==> config.mk <==
export PLATFORM = sky130hd
export DESIGN_NAME = bep_eeprom
export DESIGN_NICKNAME = d
export VERILOG_FILES = /design/src/shared/bep_pkg.sv /design/src/bep_eeprom.sv
export VERILOG_INCLUDE_DIRS = /design/src /design/src/shared
export SDC_FILE = /design/constraint.sdc
export NUM_CORES = 2
export LEC_CHECK = 0
export ABC_AREA = 1
export BUFFER_PORTS_ARGS = -buffer_cell sky130_fd_sc_hd__buf_2
export CAP_MARGIN = 25
export CORE_MARGIN = 5
export CORE_UTILIZATION = 50
export DETAILED_ROUTE_END_ITERATION = 10
export PLACE_DENSITY = 0.74
export SYNTH_ARGS = -nofsm -noshare
export SYNTH_HDL_FRONTEND = slang
export SYNTH_SLANG_ARGS = --single-unit
==> constraint.sdc <==
create_clock -name clk_sys -period 5.8 [get_ports clk_sys]
set_input_delay 0.87 -clock clk_sys [delete_from_list [all_inputs] [get_ports clk_sys]]
set_output_delay 0.87 -clock clk_sys [all_outputs]
set_load 0.01 [all_outputs]
==> src/shared/bep_cfg.svh <==
// constants of the byte eeprom host port
// What this block does
// - word select lines pick exactly one stored byte per access
// - chip select high keeps byte lines floating and ignores write strobe
// - drive byte only with select low, gate low, strobe high
// - write strobe ignored while deselected, no program cycle starts
// - write strobe low pulse starts program, data taken on rising edge
// - multiplexed bus: address on latch strobe fall, data on strobe rise
// - ready low while programming, high when readable
// - programming paced by the timing input
// - latched address and data held for the whole program cycle
// - ready drops within the status delay after strobe ends
// - all inputs except the timing input and reset disregarded during programming, save address and latch strobe still steering the undriven read byte
// - busy lasts 1024 periods of the timing input
`ifndef BEP_CFG_SVH
`define BEP_CFG_SVH
`define BEP_WORDS 128
`define BEP_ADDR_W 7
`define BEP_DATA_W 8
`define BEP_PROG_PERIODS 1024
`define BEP_PROG_CNT_W 11
`define BEP_ERASED_BYTE 8'hff
`endif

==> src/shared/bep_pkg.sv <==
// types of the byte eeprom host port
`include "bep_cfg.svh"
package bep_pkg;
	typedef enum logic [1:0] {
		BEP_IDLE = 2'b00,
		BEP_PROG = 2'b01,
		BEP_DONE = 2'b10
	} bep_state_type;
	typedef struct packed {
		logic [`BEP_ADDR_W-1:0] addr;
		logic [`BEP_DATA_W-1:0] data;
	} bep_req_type;
endpackage

==> src/bep_eeprom.sv <==
// byte eeprom host port with self-timed programming
`timescale 1ns/100ps
`include "bep_cfg.svh"
module bep_eeprom #(
	parameter int AW    = `BEP_ADDR_W,
	parameter int DW    = `BEP_DATA_W,
	parameter int WORDS = `BEP_WORDS
) (
	input  wire logic          clk_sys,
	input  wire logic          reset_n,
	input  wire logic          chip_sel_n,
	input  wire logic          out_gate_n,
	input  wire logic          wr_strobe_n,
	input  wire logic          addr_latch,
	input  wire logic [AW-1:0] word_select_lines,
	input  wire logic [DW-1:0] byte_io_lines_in,
	output logic      [DW-1:0] byte_io_lines_out,
	output logic               byte_io_lines_oe,
	input  wire logic          prog_timing,
	output logic               ready
);
	logic [4:0] s1_r, s2_r;
	logic [AW-1:0] a1_r, a2_r;
	logic [DW-1:0] d1_r, d2_r;
	logic cs_n, oe_n, we_n, ale, tim, we_d_r, ale_d_r, tim_d_r;
	bep_pkg::bep_state_type state_r;
	bep_pkg::bep_req_type latch_r;
	logic [`BEP_PROG_CNT_W-1:0] cnt_r;
	logic [DW-1:0] mem_r [WORDS];
	logic [DW-1:0] rd_r;
	logic drive_r;
	logic busy;
	logic we_rise, ale_fall, tim_rise;
	logic rd_cond;
	logic [`BEP_PROG_CNT_W-1:0] prog_edge_r;

	// two-flop synchronisers on all input pins except reset_n
	always_ff @(posedge clk_sys) begin
		s1_r <= {chip_sel_n, out_gate_n, wr_strobe_n, addr_latch, prog_timing};
		s2_r <= s1_r;
		a1_r <= word_select_lines;
		a2_r <= a1_r;
		d1_r <= byte_io_lines_in;
		d2_r <= d1_r;
	end
	assign {cs_n, oe_n, we_n, ale, tim} = s2_r;

	always_ff @(posedge clk_sys) begin
		if (!reset_n) begin
			we_d_r  <= 1'b1;
			ale_d_r <= 1'b1;
			tim_d_r <= 1'b0;
		end else begin
			we_d_r  <= we_n;
			ale_d_r <= ale;
			tim_d_r <= tim;
		end
	end
	assign busy     = (state_r != bep_pkg::BEP_IDLE);
	assign we_rise  = we_n && !we_d_r && !cs_n && !busy;
	assign ale_fall = !ale && ale_d_r && !cs_n && !busy;
	assign tim_rise = tim && !tim_d_r;
	assign rd_cond  = !cs_n && !oe_n && we_n;

	// address on latch fall, data on strobe rise, held while busy
	always_ff @(posedge clk_sys) begin
		if (!reset_n) begin
			latch_r <= '0;
		end else begin
			if (ale_fall) begin
				latch_r.addr <= a2_r;
			end
			if (we_rise) begin
				latch_r.data <= d2_r;
			end
		end
	end

	// programming sequencer
	always_ff @(posedge clk_sys) begin
		if (!reset_n) begin
			state_r <= bep_pkg::BEP_IDLE;
			cnt_r   <= '0;
		end else begin
			case (state_r)
				bep_pkg::BEP_IDLE: begin
					cnt_r <= '0;
					if (we_rise) begin
						state_r <= bep_pkg::BEP_PROG;
					end
				end
				bep_pkg::BEP_PROG: begin
					if (tim_rise) begin
						cnt_r <= cnt_r + 1'b1;
						if (cnt_r == `BEP_PROG_CNT_W'(`BEP_PROG_PERIODS - 1)) begin
							state_r <= bep_pkg::BEP_DONE;
						end
					end
				end
				bep_pkg::BEP_DONE: begin
					state_r <= bep_pkg::BEP_IDLE;
				end
				default: begin
					state_r <= bep_pkg::BEP_IDLE;
				end
			endcase
		end
	end

	// storage written at end of cycle
	always_ff @(posedge clk_sys) begin
		if (!reset_n) begin
			for (int i = 0; i < WORDS; i++) begin
				mem_r[i] <= `BEP_ERASED_BYTE;
			end
		end else if (state_r == bep_pkg::BEP_DONE) begin
			mem_r[latch_r.addr] <= latch_r.data;
		end
	end

	// read path: live address while latch strobe high, else latched one
	always_ff @(posedge clk_sys) begin
		if (!reset_n) begin
			rd_r    <= '0;
			drive_r <= 1'b0;
		end else begin
			rd_r    <= mem_r[ale ? a2_r : latch_r.addr];
			drive_r <= rd_cond && !busy;
		end
	end
	assign byte_io_lines_out = rd_r;
	assign byte_io_lines_oe  = drive_r;
	assign ready = !busy;

	// timing edges seen during the busy period, for the checks below
	always_ff @(posedge clk_sys) begin
		if (!reset_n || !busy) begin
			prog_edge_r <= '0;
		end else if (tim_rise) begin
			prog_edge_r <= prog_edge_r + 1'b1;
		end
	end

	property p_ready_drop;
		@(posedge clk_sys) disable iff (!reset_n)
		we_rise |=> !ready;
	endproperty
	a_ready_drop: assert property (p_ready_drop)
		else $error("ready did not drop after write strobe");
	property p_no_drive_deselected;
		@(posedge clk_sys) disable iff (!reset_n)
		cs_n |=> !byte_io_lines_oe;
	endproperty
	a_no_drive_deselected: assert property (p_no_drive_deselected)
		else $error("byte lines driven while deselected");
	property p_drive_cond;
		@(posedge clk_sys) disable iff (!reset_n)
		byte_io_lines_oe |-> $past(rd_cond);
	endproperty
	a_drive_cond: assert property (p_drive_cond)
		else $error("byte lines driven outside read");
	property p_no_start_deselected;
		@(posedge clk_sys) disable iff (!reset_n)
		(ready && cs_n) |=> ready;
	endproperty
	a_no_start_deselected: assert property (p_no_start_deselected)
		else $error("program started while deselected");
	property p_hold_latch;
		@(posedge clk_sys) disable iff (!reset_n)
		(!ready && !$past(ready)) |-> $stable(latch_r);
	endproperty
	a_hold_latch: assert property (p_hold_latch)
		else $error("latched request changed while busy");
	property p_data_capture;
		@(posedge clk_sys) disable iff (!reset_n)
		we_rise |=> latch_r.data == $past(d2_r);
	endproperty
	a_data_capture: assert property (p_data_capture)
		else $error("data not captured on strobe rise");
	property p_addr_capture;
		@(posedge clk_sys) disable iff (!reset_n)
		ale_fall |=> latch_r.addr == $past(a2_r);
	endproperty
	a_addr_capture: assert property (p_addr_capture)
		else $error("address not captured on latch fall");
	property p_count_pace;
		@(posedge clk_sys) disable iff (!reset_n)
		(state_r == bep_pkg::BEP_PROG && !tim_rise) |=> $stable(cnt_r);
	endproperty
	a_count_pace: assert property (p_count_pace)
		else $error("program counter moved without timing edge");
	property p_no_drive_busy;
		@(posedge clk_sys) disable iff (!reset_n)
		!ready |=> !byte_io_lines_oe;
	endproperty
	a_no_drive_busy: assert property (p_no_drive_busy)
		else $error("read answered while busy");
	c_prog: cover property (@(posedge clk_sys) disable iff (!reset_n)
		state_r == bep_pkg::BEP_DONE);
	c_read: cover property (@(posedge clk_sys) disable iff (!reset_n)
		byte_io_lines_oe);
	c_mux_addr: cover property (@(posedge clk_sys) disable iff (!reset_n)
		ale_fall ##[1:20] we_rise);
	c_mux_read: cover property (@(posedge clk_sys) disable iff (!reset_n)
		ale_fall ##[1:20] byte_io_lines_oe);
	c_strobe_busy: cover property (@(posedge clk_sys) disable iff (!reset_n)
		busy && we_n && !we_d_r);
	property p_prog_len;
		@(posedge clk_sys) disable iff (!reset_n)
		(state_r == bep_pkg::BEP_DONE) |->
			(prog_edge_r == `BEP_PROG_CNT_W'(`BEP_PROG_PERIODS));
	endproperty
	a_prog_len: assert property (p_prog_len)
		else $error("busy period not equal to programming edge count");
	property p_busy_hold;
		@(posedge clk_sys) disable iff (!reset_n)
		(!ready && prog_edge_r < `BEP_PROG_CNT_W'(`BEP_PROG_PERIODS))
			|=> !ready;
	endproperty
	a_busy_hold: assert property (p_busy_hold)
		else $error("ready returned before programming finished");
	property p_commit;
		@(posedge clk_sys) disable iff (!reset_n)
		(state_r == bep_pkg::BEP_DONE) |=>
			(mem_r[$past(latch_r.addr)] == $past(latch_r.data));
	endproperty
	a_commit: assert property (p_commit)
		else $error("latched byte not stored at latched word");
	property p_start_strobe;
		@(posedge clk_sys) disable iff (!reset_n)
		(ready && !we_rise) |=> ready;
	endproperty
	a_start_strobe: assert property (p_start_strobe)
		else $error("program started without write strobe");
	property p_busy_ignores_strobe;
		@(posedge clk_sys) disable iff (!reset_n)
		(state_r == bep_pkg::BEP_PROG && !tim_rise && we_n && !we_d_r)
			|=> (state_r == bep_pkg::BEP_PROG && $stable(cnt_r));
	endproperty
	a_busy_ignores_strobe: assert property (p_busy_ignores_strobe)
		else $error("write strobe disturbed a running program cycle");
endmodule

Word-level counts from Yosys, hierarchy flattened
Memories as Yosys holds them, arrays and structs flattened. A register that Yosys moved wholly into a read port is not among the register bits.
Cells that the tools add are included.
{"block": "totals", "ram_bits": 1024, "word_cells": 59, "ff_bits": 72, "n_memories": 1, "in_bits": 22, "out_inout_bits": 10}
{"memory": "mem_r", "words": 128, "width": 8, "rd": 1, "rd_ports_with_merged_regs": 1, "wr": 128, "line_no": "bep_eeprom.sv:29", "text": "logic [DW-1:0] mem_r [WORDS];"}
{"block": "op_classes", "n_mux": 14, "eq_ne": 6, "reduce_logical": 23, "n_addsub": 1}
{"operator": "case mux 11 bit (2 select lines)", "count": 1}
{"operator": "2-to-1 mux 7 bit", "count": 2}
{"operator": "adder 11 x 1 -> 11 bit (second input constant)", "count": 1}
{"operator": "equality test 11 x 10 -> 1 bit (second input constant)", "count": 1}
{"operator": "2-to-1 mux 11 bit", "count": 1}
{"operator": "logical AND 1 bit", "count": 10}
{"operator": "2-to-1 mux 8 bit", "count": 1}
{"operator": "OR reduction 8 bit", "count": 1}
{"operator": "zero test 1 bit", "count": 7}
{"operator": "2-to-1 mux 2 bit", "count": 3}
{"operator": "!= test 2 bit (second input constant)", "count": 3}
{"operator": "2-to-1 mux 1 bit", "count": 5}
{"operator": "case mux 2 bit (2 select lines)", "count": 1}
{"operator": "nonzero test 2 bit", "count": 2}
{"operator": "AND reduction 3 bit", "count": 1}
{"operator": "equality test 2 x 1 -> 1 bit (second input constant)", "count": 1}
{"operator": "equality test 2 bit (second input constant)", "count": 1}
{"operator": "zero test 2 bit", "count": 1}
{"operator": "AND reduction 2 bit", "count": 1}

Logic depth before layout (Yosys ltp)
{"block": "logic_depth", "ltp_word": 6, "ltp_mapped": 16, "mapped_depth_nobuf": 13}

Least setup slack after synthesis
Ideal clock, no wire load.
{"block": "synth_path", "kind": "input-to-reg", "startpoint": "input port reset_n", "endpoint": "memory mem_r[100][0] (netlist bit), enable pin", "path_buffers": 1, "slack_ns": 3.124, "required_time_ns": 5.416, "cell_stages": 5, "setup_time_ns": 0.384, "arrival_ns": 2.292, "cell_sequence": "inv_1 nor3_2 nand4_1 clkbuf_1 o21ai_0"}
{"element": "start, declared", "line_no": "bep_eeprom.sv:10", "text": "input wire logic reset_n,"}
{"element": "end, declared", "line_no": "bep_eeprom.sv:29"}

Worst setup path after layout
{"block": "layout_path", "startpoint": "register s2_r[1]", "endpoint": "register rd_r[0], in the netlist byte_io_lines_out[0], read port of mem_r"}
{"block": "layout_via", "elab_chain_len": 1}
{"element": "start, declared", "line_no": "bep_eeprom.sv:22", "text": "logic [4:0] s1_r, s2_r;"}
{"element": "start signal, assigned", "line_no": "bep_eeprom.sv:40", "text": "s2_r <= s1_r;"}
{"element": "2-to-1 mux 7 bit", "line_no": "bep_eeprom.sv:127", "text": "rd_r <= mem_r[ale ? a2_r : latch_r.addr];"}
{"element": "end, declared", "line_no": "bep_eeprom.sv:30", "text": "logic [DW-1:0] rd_r;"}
Every way passes these cells.
A chain may end at the register's enable or synchronous reset.

==> flow_summary.ini <==
[hold_path]
min_path_type = primary input to register
hold_depth = 1

[power_and_ir_drop]
p_total_w = 0.0181
p_per_area_nw_per_um2 = 319
p_leak_nw = 22.5
peakVddDrop_uv = 337

[global_route]
grt_pass1_vias = 37822
grtUsageTotal_pct = 24.8
grt_start_max_net_pins = 154
antenna_found_initial = 3
grt-ovfl-total = 0
grt_pass1_wl_um = 217000

[clocking]
clk_pin_slew_worst_paths_ps = 60
ctsHtreeMaxLevel = 3
cts_tree = done
clk_path_buf_depth = 3
cts_root_buf = clkbuf_16
cts_buffers = 111
cts_hold_buf = 0
cts_resized = 0
post_cts_buffers = 0
insertion_delay_ps = 700
cts.sinks = 1104

[finish]
mostFrequentLayoutCell = nand2_1
layout_common_cells = nand2_1, edfxtp_1, nand3_1
area_growth_pct = 9.38
fillers = 8954
n_antenna_cell = 0
nNetsFinal = 5699
multi_input_area_um2 = 15000
register_area_um2 = 32400
drive_gt1_share_pct = 6.84
fin_area_um2 = 56900

[run_status]
status = completed

[synth]
synthCells = 5765
async_flop_share_pct = 0
synth_top_flop_cell = edfxtp_1
synth_edf_count = 1024
syn_nets = 5788
ys_ff_latch = 1104
synthDistinctLibCells = 30
syn_area_um2 = 52000
seq_area_frac_synth_pct = 62.2
avgSynthCellArea_um2 = 9.02
ys_warn_count = 0

[timing]
min_period_ps = 4470
worstMarginPinSlew_ps = 1080
setup_viol = 0
finalCritPeriodShare_pct = 77.1
drv_slew = 0
rsz0062_at_grt = false
finClkSkew_ps = 30.4
hold_viol = 0
max_freq_mhz = 224
setup_tns_ps = 0
slew-limit-headroom_pct = 27.5

[setup_path]
cpMaxStageDelayCell = dfxtp_1
required_ps = 6430
cpPeakStageDelay_ps = 870
critPathKind = register to register
start_kind = register
end_kind = register
crit_arrival_ps = 5100
path_cells = nand2_2 -> nand2_8 -> buf_12 -> o211ai_1 -> nand3_1 -> nand3_1 -> nand2_1 -> nor2_1 -> nor2_1 -> nor2_1 -> nor2_1
cp_max_fo = 131
crit_top_cell = nor2_1
reg2reg_depth = 11

[floorplan]
die_w_um = 332
rows = 118
fp.dieH_um = 332
dieArea_um2 = 111000
start_util_pct = 50.3
num_io_pins = 32
core_area_um2 = 103000

[run]
drv_cap = 0

[placement]
dp_hpwl_um = 81800
post_dp_cell_area_um2 = 52800
place.gp.congestion = 0.892
io_buffers = 31

[routing]
drt_iter0_drc = 5740
dr.pass1.iters = 9
drc = 0
antenna_left = 0
vias = 39960
viasPerCell = 5.59
routed_wl_um = 141000
wl_per_cell_um = 19.8
## power breakdown
group,switching (W),total (W),leakage [nW],internal [W]
clock,0.00307,0.00717,1.81,0.00410
combinational,0.00129,0.00175,9.74,0.000460
sequential,0.000142,0.00921,11.0,0.00907
total,0.00450,0.0181,22.5,0.0136
## path summary, 6_finish.rpt
| check | slack (ps) | end | from |
|---|---|---|---|
| worst max-delay path | 1330 | byte_io_lines_out[0]$_SDFF_PN0_ | s2_r[1]$_DFF_P_ |
| worst max register to register | 1330 | byte_io_lines_out[0]$_SDFF_PN0_ | s2_r[1]$_DFF_P_ |
| worst min-delay path | 260 | s1_r[4]$_DFF_P_ | chip_sel_n |
| worst min register to register | 320 | d2_r[5]$_DFF_P_ | d1_r[5]$_DFF_P_ |
## stage by stage
stage                     instances  util, %  worst slack (ps)  hold slack [ps]
final                          7151     55.0              1330              262
after global routing           7151     55.0              1250              249
after CTS                      7074     54.6              1520              231
after detailed placement       6866     51.1              1560              312
after global placement         6833     50.9              1680              311
after floorplan                5765        -              3120              310
## per-layer routing
layer | global-route usage (%) | share of wire (%)
met2 | 39.5 | 46
met4 | 8.86 | 3.6
met3 | 5.20 | 12
met1 | 34.2 | 38
met5 | 0 | 0.0092
## worst max-delay path: cells and delay by family, from the launching register on
| family | cells | cell delay (ps) |
|---|---|---|
| flops | 1 | 870 |
| buf+inv | 1 | 450 |
| compound gates | 1 | 250 |
| simple gates | 9 | 2600 |
## sequential cells by signal, indices dropped and copies added (netlist names)
signal,cells
mem_r,1024
latch_r,15
cnt_r,11
byte_io_lines_out,8
d1_r,8
d2_r,8
a1_r,7
a2_r,7
s1_r,5
s2_r,5
state_r,2
ale_d_r,1
byte_io_lines_oe,1
tim_d_r,1
we_d_r,1
## cells in the mapped netlist (10+ instances only)
library cell,n,area share (%)
nand2_1,2151,16
edfxtp_1,1024,59
nand3_1,842,8.1
inv_1,720,5.2
nor2_1,236,1.7
clkbuf_1,190,1.4
o21ai_0,163,1.6
buf_2,142,1.4
dfxtp_1,80,3.1
o211ai_1,80,1.2
buf_4,47,0.68
a21oi_1,19,0.18
buf_6,10,0.22
## layout make-up
| cell class | count | share of cell area, % |
|---|---|---|
| timing repair buffer | 193 | 2.30 |
| clock inverter | 64 | 0.851 |
| clock buffer | 144 | 5.55 |
| sequential | 1104 | 56.9 |
| tap | 1380 | 3.04 |
| multi-input combinational | 3531 | 26.5 |
| inverter | 735 | 4.93 |
## logic make-up after synthesis
family	count (synthesis)	synth area share [%]
compound gates	270	3.02
xor+xnor	2	0.0337
fa+ha+maj	1	0.0241
buf+inv	1130	8.98
flops	1104	62.2
simple gates	3258	25.7
Note: power is estimated with default switching activity, not from simulation.
